<file path="src/rtl/dfb_pkg.sv">
package dfb_pkg;
    // system clock
    localparam int unsigned CLK_HZ          = 50_000_000;
    localparam int unsigned CLK_PERIOD_NS   = 20;

    // shutdown and power-up timing, least times
    localparam int unsigned CORE_TO_S5_NS   = 60_000;
    localparam int unsigned INTERVAL_ONE_NS = 1_000;
    localparam int unsigned INTERVAL_TWO_NS = 100;
    localparam int unsigned INTERVAL_THR_NS = 400;
    localparam int unsigned POWER_UP_NS     = 10_000;

    // long times, become module parameters
    localparam int unsigned BOOT_TIMEOUT_S  = 30;
    localparam int unsigned BUTTON_HOLD_S   = 6;
    localparam int unsigned OFF_HOLD_MS     = 500;
    localparam int unsigned RTC_PULSE_US    = 1_000;

    // least time rounds up, never below one cycle
    function automatic int unsigned min_cyc(input int unsigned ns);
        int unsigned c;
        c = (ns + CLK_PERIOD_NS - 1) / CLK_PERIOD_NS;
        return (c == 0) ? 1 : c;
    endfunction

    localparam int unsigned CORE_TO_S5_CYC   = min_cyc(CORE_TO_S5_NS);
    localparam int unsigned INTERVAL_ONE_CYC = min_cyc(INTERVAL_ONE_NS);
    localparam int unsigned RAIL_CYC         = min_cyc(INTERVAL_ONE_NS) + min_cyc(INTERVAL_TWO_NS)
                                               + min_cyc(INTERVAL_THR_NS);
    localparam int unsigned POWER_UP_CYC     = min_cyc(POWER_UP_NS);
    localparam int unsigned BOOT_TIMEOUT_DEF = BOOT_TIMEOUT_S * CLK_HZ;
    localparam int unsigned BUTTON_HOLD_DEF  = BUTTON_HOLD_S * CLK_HZ;
    localparam int unsigned OFF_HOLD_DEF     = OFF_HOLD_MS * (CLK_HZ / 1_000);
    localparam int unsigned RTC_PULSE_DEF    = RTC_PULSE_US * (CLK_HZ / 1_000_000);

    // stop method strap codes
    localparam logic [1:0] STOP_POWER_CYCLE = 2'h0;
    localparam logic [1:0] STOP_BUTTON_HOLD = 2'h1;
    localparam logic [1:0] STOP_RTC_GLOBAL  = 2'h2;

    localparam int unsigned TIMER_W = 32;
    localparam int unsigned SYNC_W  = 7;
    localparam int unsigned BLINK_W_DEF = 24;

    typedef enum logic [3:0] {
        ST_G3, ST_POWERUP, ST_CORE_UP, ST_BOOT, ST_RUN, ST_FAULT, ST_BTN_HOLD,
        ST_SD_CORE, ST_SD_RAIL, ST_OFF_HOLD, ST_RTC, ST_LOCKOUT
    } dfb_state_t;
endpackage

</file>
<file path="src/rtl/dfb_supervisor.sv">
`timescale 1ns/1ns
module dfb_supervisor #(
    parameter int unsigned BOOT_TIMEOUT_CYC = dfb_pkg::BOOT_TIMEOUT_DEF,
    parameter int unsigned BUTTON_HOLD_CYC  = dfb_pkg::BUTTON_HOLD_DEF,
    parameter int unsigned OFF_HOLD_CYC     = dfb_pkg::OFF_HOLD_DEF,
    parameter int unsigned RTC_PULSE_CYC    = dfb_pkg::RTC_PULSE_DEF,
    parameter int unsigned BLINK_W          = dfb_pkg::BLINK_W_DEF
) (
    input  wire logic       clk_in,
    input  wire logic       sys_rst_in,
    input  wire logic       boot_done_in,
    input  wire logic       front_button_in,
    input  wire logic       supply_low_in,
    input  wire logic       rails_out_of_spec_in,
    input  wire logic       sleep_s5_n_in,
    input  wire logic [1:0] stop_method_in,
    output logic            platform_power_enable_out,
    output logic            flash_select_out,
    output logic            power_button_out,
    output logic            rtc_reset_out,
    output logic            secondary_rtc_reset_out,
    output logic            core_power_good_out,
    output logic            resume_reset_n_out,
    output logic            deep_sleep_well_power_good_out,
    output logic            alarm_led_out
);
    import dfb_pkg::*;

    // refuse zero counts, whose minus one would wrap the timer
    if (BOOT_TIMEOUT_CYC == 0 || BUTTON_HOLD_CYC == 0 || OFF_HOLD_CYC == 0 || RTC_PULSE_CYC == 0)
    begin : g_bad_count
        $error("dfb_supervisor: every count must be at least one cycle");
    end
    if (BLINK_W < 2 || BLINK_W > 32)
    begin : g_bad_blink
        $error("dfb_supervisor: BLINK_W must lie in 2..32");
    end

    logic [SYNC_W-1:0]  sync_meta;
    logic [SYNC_W-1:0]  sync;
    logic               boot_done_s;
    logic               button_s;
    logic               supply_low_s;
    logic               rails_gone_s;
    logic               s5_n_s;
    logic [1:0]         method_s;
    logic               button_prev;
    logic               button_press;
    dfb_state_t         state;
    dfb_state_t         next_state;
    logic [TIMER_W-1:0] timer;
    logic [TIMER_W-1:0] next_timer;
    logic               timer_done;
    logic               platform_power_enable;
    logic               next_platform_power_enable;
    logic               flash_sel;
    logic               next_flash_sel;
    logic               pbtn;
    logic               next_pbtn;
    logic               rtc;
    logic               next_rtc;
    logic               core_pg;
    logic               next_core_pg;
    logic               rsm_n;
    logic               next_rsm_n;
    logic               dsw_pg;
    logic               next_dsw_pg;
    logic               alarm;
    logic               next_alarm;
    logic               pend_switch;
    logic               next_pend_switch;
    logic               pend_rtc;
    logic               next_pend_rtc;
    logic [BLINK_W-1:0] blink;
    logic               led;

    // every pin input crosses two flops before use
    always_ff @(posedge clk_in or posedge sys_rst_in)
    begin
        if (sys_rst_in)
        begin
            sync_meta   <= '0;
            sync        <= '0;
            button_prev <= 1'b0;
        end
        else
        begin
            sync_meta   <= {stop_method_in, rails_out_of_spec_in, supply_low_in, sleep_s5_n_in,
                            front_button_in, boot_done_in};
            sync        <= sync_meta;
            button_prev <= button_s;
        end
    end

    assign boot_done_s  = sync[0];
    assign button_s     = sync[1];
    assign s5_n_s       = sync[2];
    assign supply_low_s = sync[3];
    assign rails_gone_s = sync[4];
    assign method_s     = sync[6:5];
    assign button_press = button_s & ~button_prev;  // one press, one action
    assign timer_done   = (timer == '0);

    // sequencer next state
    always_comb
    begin
        next_state       = state;
        next_timer       = timer_done ? timer : timer - 1'b1;
        next_platform_power_enable      = platform_power_enable;
        next_flash_sel   = flash_sel;
        next_pbtn        = pbtn;
        next_rtc         = rtc;
        next_core_pg     = core_pg;
        next_rsm_n       = rsm_n;
        next_dsw_pg      = dsw_pg;
        next_alarm       = alarm;
        next_pend_switch = pend_switch;
        next_pend_rtc    = pend_rtc;
        unique case (state)
            ST_G3:
            begin
                next_platform_power_enable = 1'b1;
                next_timer  = TIMER_W'(POWER_UP_CYC - 1);
                next_state  = ST_POWERUP;
            end
            ST_POWERUP:
                if (timer_done)
                begin
                    next_dsw_pg = 1'b1;
                    next_rsm_n  = 1'b1;
                    next_timer  = TIMER_W'(INTERVAL_ONE_CYC - 1);
                    next_state  = ST_CORE_UP;
                end
            ST_CORE_UP:
                if (timer_done)
                begin
                    next_core_pg = 1'b1;
                    next_timer   = TIMER_W'(BOOT_TIMEOUT_CYC - 1);
                    next_state   = ST_BOOT;
                end
            ST_BOOT:
                if (boot_done_s)
                begin
                    next_alarm = 1'b0;
                    next_state = ST_RUN;
                end
                else if (timer_done)
                begin
                    next_alarm = 1'b1;
                    if (!flash_sel)
                    begin
                        next_pend_switch = 1'b1;
                        if (method_s == STOP_BUTTON_HOLD)
                        begin
                            next_pbtn  = 1'b1;
                            next_timer = TIMER_W'(BUTTON_HOLD_CYC - 1);
                            next_state = ST_BTN_HOLD;
                        end
                        else
                        begin
                            next_pend_rtc = (method_s == STOP_RTC_GLOBAL);
                            next_core_pg  = 1'b0;
                            next_timer    = TIMER_W'(CORE_TO_S5_CYC - 1);
                            next_state    = ST_SD_CORE;
                        end
                    end
                    else
                        next_state = ST_FAULT;  // backup failed too, wait for the operator
                end
            ST_RUN:
                next_state = ST_RUN;
            ST_FAULT:
                if (button_press)
                begin
                    next_pend_rtc = 1'b1;
                    next_core_pg  = 1'b0;
                    next_timer    = TIMER_W'(CORE_TO_S5_CYC - 1);
                    next_state    = ST_SD_CORE;
                end
            ST_BTN_HOLD:
                if (timer_done)
                begin
                    next_pbtn    = 1'b0;
                    next_core_pg = 1'b0;
                    next_timer   = TIMER_W'(CORE_TO_S5_CYC - 1);
                    next_state   = ST_SD_CORE;
                end
            // wait 60 us and s5, then both fall
            ST_SD_CORE:
                if (timer_done && !s5_n_s)
                begin
                    next_rsm_n  = 1'b0;
                    next_dsw_pg = 1'b0;
                    next_timer  = TIMER_W'(RAIL_CYC - 1);
                    next_state  = ST_SD_RAIL;
                end
            // rails go only after the intervals
            ST_SD_RAIL:
                if (timer_done)
                begin
                    next_platform_power_enable = 1'b0;
                    next_timer  = TIMER_W'(OFF_HOLD_CYC - 1);
                    next_state  = ST_OFF_HOLD;
                end
            ST_OFF_HOLD:
                if (timer_done)
                begin
                    if (pend_rtc)
                    begin
                        // both rtc resets, in G3 only
                        next_rtc   = 1'b1;
                        next_timer = TIMER_W'(RTC_PULSE_CYC - 1);
                        next_state = ST_RTC;
                    end
                    else
                    begin
                        // switch mux while power is off
                        if (pend_switch)
                            next_flash_sel = 1'b1;
                        next_pend_switch = 1'b0;
                        next_state       = ST_G3;
                    end
                end
            ST_RTC:
                if (timer_done)
                begin
                    next_rtc      = 1'b0;
                    next_pend_rtc = 1'b0;
                    next_timer    = TIMER_W'(INTERVAL_ONE_CYC - 1);
                    next_state    = ST_OFF_HOLD;
                end
            ST_LOCKOUT:
                if (rails_gone_s && !supply_low_s)
                begin
                    next_timer = TIMER_W'(OFF_HOLD_CYC - 1);
                    next_state = ST_OFF_HOLD;
                end
        endcase
        // supply sag overrides any step, all goods drop at once
        if (supply_low_s && state != ST_LOCKOUT)
        begin
            next_core_pg = 1'b0;
            next_rsm_n   = 1'b0;
            next_dsw_pg  = 1'b0;
            next_platform_power_enable  = 1'b0;
            next_pbtn    = 1'b0;
            next_rtc     = 1'b0;
            next_state   = ST_LOCKOUT;
        end
    end

    // sequencer registers; reset leaves power off on flash 0
    always_ff @(posedge clk_in or posedge sys_rst_in)
    begin
        if (sys_rst_in)
        begin
            state       <= ST_G3;
            timer       <= '0;
            platform_power_enable      <= 1'b0;
            flash_sel   <= 1'b0;  // flash 0 by default
            pbtn        <= 1'b0;
            rtc         <= 1'b0;
            core_pg     <= 1'b0;
            rsm_n       <= 1'b0;
            dsw_pg      <= 1'b0;
            alarm       <= 1'b0;
            pend_switch <= 1'b0;
            pend_rtc    <= 1'b0;
            blink       <= '0;
            led         <= 1'b0;
        end
        else
        begin
            state       <= next_state;
            timer       <= next_timer;
            platform_power_enable      <= next_platform_power_enable;
            flash_sel   <= next_flash_sel;
            pbtn        <= next_pbtn;
            rtc         <= next_rtc;
            core_pg     <= next_core_pg;
            rsm_n       <= next_rsm_n;
            dsw_pg      <= next_dsw_pg;
            alarm       <= next_alarm;
            pend_switch <= next_pend_switch;
            pend_rtc    <= next_pend_rtc;
            blink       <= blink + 1'b1;
            led         <= next_alarm & blink[BLINK_W-1];  // slow blink while alarmed
        end
    end

    // outputs straight from flops
    assign platform_power_enable_out      = platform_power_enable;
    assign flash_select_out               = flash_sel;
    assign power_button_out               = pbtn;
    assign rtc_reset_out                  = rtc;
    assign secondary_rtc_reset_out        = rtc;
    assign core_power_good_out            = core_pg;
    assign resume_reset_n_out             = rsm_n;
    assign deep_sleep_well_power_good_out = dsw_pg;
    assign alarm_led_out                  = led;

    // helper: cycles since core good and resume reset fell, saturating
    logic [15:0] core_low_cnt;
    logic [15:0] rsm_low_cnt;
    always_ff @(posedge clk_in or posedge sys_rst_in)
    begin
        if (sys_rst_in)
        begin
            core_low_cnt <= '0;
            rsm_low_cnt  <= '0;
        end
        else
        begin
            core_low_cnt <= core_pg ? '0 : (core_low_cnt == 16'hffff ? core_low_cnt : core_low_cnt + 1'b1);
            rsm_low_cnt  <= rsm_n ? '0 : (rsm_low_cnt == 16'hffff ? rsm_low_cnt : rsm_low_cnt + 1'b1);
        end
    end
endmodule

</file>
<file path="config.mk">
export PLATFORM = sky130hd
export DESIGN_NAME = dfb_supervisor
export DESIGN_NICKNAME = d
export VERILOG_FILES = /design/src/rtl/dfb_pkg.sv /design/src/rtl/dfb_supervisor.sv
export SDC_FILE = /design/constraint.sdc
export NUM_CORES = 1
export LEC_CHECK = 0
export BUFFER_PORTS_ARGS = -buffer_cell sky130_fd_sc_hd__clkbuf_2
export CORE_MARGIN = 3
export CORE_UTILIZATION = 25
export DETAILED_ROUTE_END_ITERATION = 10
export PLACE_DENSITY_LB_ADDON = 0.25
export SYNTH_ARGS = -nofsm -noshare
export SYNTH_HDL_FRONTEND = slang
export SYNTH_SLANG_ARGS = --single-unit
</file>
<file path="constraint.sdc">
create_clock -name clk_in -period 5.8 [get_ports clk_in]
set_input_delay 0.87 -clock clk_in [delete_from_list [all_inputs] [get_ports clk_in]]
set_output_delay 0.87 -clock clk_in [all_outputs]
set_load 0.1 [all_outputs]
</file>
==> summary.md <==
| Metric | Value |
|---|---|
| Setup crit end kind | `flop` |
| Clk buf depth | `2` |
| Die area | `23,300 um2` |
| # rows | `53` |
| Hold WC Path Type | `flop to flop` |
| Setup_tns | `0 ns` |
| Initial antenna violation count | `0` |
| Ports | `18` |
| Pre-CTS WS | `2.22 ns` |
| Overall Global Routing Usage | `14.4%` |
| Top post-synthesis cells by count | `85 x dfrtp_1, 68 x nor2_1, 48 x nand2_1, 38 x o21ai_0, 34 x a21oi_1` |
| Final critical-path required period | `3.65 ns` |
| Clock root buffer master | `clkbuf_16` |
| Grt met3 use | `3.24%` |
| Post_cts resized | `0` |
| Max Fclk | `274 MHz` |
| Vias in the first global route | `4,951` |
| Tot Pwr | `2570 uW` |
| Status | `complete, no violations` |
| Placed Area | `5690 um2` |
| FF-to-FF Start | `timer[6]` |
| Synth Net Count | `609` |
| Setup violations, final | `0` |
| CP Launch Type | `flop` |
| Met1 track demand over resource | `19.2%` |
| Worst Hold Launch | `sync_meta[0]` |
| Via count | `4,885` |
| Clock Skew | `0.00629 ns` |
| Critical R2R Capture | `timer[23]` |
| Synth Area in Compound Gates | `21.3%` |
| Synth Area in Simple Gates | `26.1%` |
| Maximum fanout along the worst path | `27` |
| Final worst slack | `2.15 ns` |
| Synth Area in Adders | `1.12%` |
| Largest net degree at the start of global routing | `86` |
| Initial DRC count | `461` |
| Mapped Area | `5380 um2` |
| Synth Warn # | `0` |
| # port buffers | `17` |
| Final hold vios | `0` |
| Post-CTS Setup Bufs | `0` |
| Cells on worst reg2reg path | `6` |
| Power per cell area | `430 nW/um2` |
| Largest family of logic cells by synthesized area | `simple AND/OR/NAND/NOR gates` |
| Util after Layout | `28.4%` |
| Relative slew margins | `26.5%` |
| CTS tree | `done` |
| Nets | `611` |
| Xor/xnor share of the synthesized area | `7.33%` |
| Worst hold stages | `0` |
| Maximum vdd drop | `0.246 mV` |
| WP data required | `6.01 ns` |
| Count leader, synth | `dfrtp_1` |
| CP Class | `flop to flop` |
| Syn Area/Cell | `9.02 um2` |
| RSZ-0062 raised after global routing | `false` |
| Yosys top cell area share | `39.6%` |
| Busiest metal layer after global routing | `met2` |
| CORE AREA | `21,100 um2` |
| Chip width | `153 um` |
| Lkg Pwr | `0.00237 uW` |
| Clock transition at the registers of the reported paths | `0.07 ns` |
| Design Area, Final | `5990 um2` |
| Synth Flop Type | `dfrtp_1` |
| Post-DP HPWL | `12,000 um` |
| Final Cycle Share | `62.9%` |
| Seq/Total Area, Yosys | `39.6%` |
| Worst slew pin tran | `1.10 ns` |
| Setup slack, reg-to-reg | `2.15 ns` |
| Min-Delay Endpoint | `sync[0]` |
| First-pass GRT wire length | `27,200 um` |
| Vias/cell | `5.56` |
| Pins Over Slew Limit | `0` |
| Clock Latency Late Sink | `0.35 ns` |
| Cts bufs inserted | `9` |
| Synthesized flop and latch total | `85` |
| Post-detailed-route DRC marker count | `0` |
| Yosys cell types | `80` |
| Gate count after technology mapping | `596` |
| Final wirelength | `17,100 um` |
| Mux contribution to synthesized area | `0.582%` |
| CP arrival | `3.85 ns` |
| Grt met2 use | `22.3%` |
| Hold-fix buffer count after cts | `0` |
| # H-tree levels | `3` |
| Ys async rst share | `100%` |
| Total gr overflow | `0` |
| Area Growth Syn to Fin | `11.4%` |
| Area contributors post-synth | `dfrtp_1 40%, nor2_1 4.7%, xnor2_1 4.7%` |
| First-pass iteration count of the detailed router | `5` |
| Number of synthesized flops with an enable pin | `0` |
| Fraction of layout cells with a size suffix above 1 | `11.4%` |
| Routed Antenna Nets | `0` |
| Largest area contributor in the netlist | `dfrtp_1` |
| Clock sinks | `85` |
| Diodes inserted | `0` |
| Initial core utilization | `25.5%` |
| Die Y-Extent | `153 um` |
| Max Cap Violations | `0` |
| GP Congestion | `0.940` |
| Routed WL per cell | `19.5 um` |
[critical path: stages (launching register included)]
cell,delay [ns]
dfrtp_1,0.47
nor4_4,0.44
nand3_2,0.60
nor3_4,1.09
o21ai_0,0.36
nor3_2,0.41
a32oi_1,0.11
[layout make-up]
type / instances / area, um2
Clock buffer: 9 / 225
Tap cell: 275 / 344
Multi-Input combinational cell: 467 / 3040
Timing Repair Buffer: 24 / 138
Fill cell: 2295 / 15100
Clock inverter: 7 / 75.1
Sequential cell: 85 / 2130
Inverter: 11 / 42.5
[routing by layer]
layer	up-vias	share of wire [%]
li1	2218	-
met1	2379	44
met2	231	45
met3	57	7.1
met4	0	4.2
met5	-	0
[state kept, by name, summed over array words and instances (netlist names), 4 cells and up]
register	cells
timer	32
blink	24
sync	7
sync_meta	7
state	4
[power by group]
group          switching (uW)  internal (uW)  total, uW
sequential                118            685        803
clock                     280            305        585
combinational             794            390       1180
total                    1190           1380       2570
[per-stage QoR]
stage                     hold WS (ns)  instances
after floorplan                  0.331        596
after global routing             0.356        878
after CTS                        0.354        878
after global placement           0.336        862
final                            0.352        878
after detailed placement         0.336        862
[cells in the final DEF (no fill, tap or decap), drive strengths merged, types with 4 or more instances in the layout]
cell type / netlist / layout
nor2b: 9 / 9
a21o: 6 / 6
nand4: 10 / 10
or3: 7 / 7
and3: 6 / 6
inv: 11 / 14
nor4: 23 / 23
a21oi: 34 / 34
a31oi: 8 / 8
ha: 4 / 4
and2: 9 / 9
xor2: 16 / 16
clkbuf: 13 / 26
a211oi: 5 / 5
and4: 4 / 4
dfrtp: 85 / 85
o211ai: 10 / 10
xnor2: 29 / 29
buf: 20 / 7
nand2b: 12 / 12
a2111oi: 4 / 4
o21ai: 41 / 41
nand3: 17 / 17
nand2: 48 / 48
nor2: 68 / 68
o2111ai: 4 / 4
nor3: 22 / 22
o21bai: 4 / 4
a31o: 4 / 4
[how the worst max path moves through the flow]
stage	start	slack (ns)	to
3_5_place_dp	timer[6]	2.22	timer[23]
3_3_place_gp	timer[6]	2.40	timer[15]
5_1_grt	timer[6]	1.98	timer[23]
6_report	timer[6]	2.15	timer[23]
4_1_cts	timer[6]	2.21	timer[23]
2_1_floorplan	sys_rst_in	2.74	alarm
[cells by family (layout without fill, tap and decap cells)]
logic type      Yosys count  after routing
compound gates          164            164
buf+inv                  44             51
fa+ha+maj                 5              5
xor+xnor                 45             45
simple gates            250            250
mux                       3              3
flops                    85             85
Power figures use the tool's default switching activity.
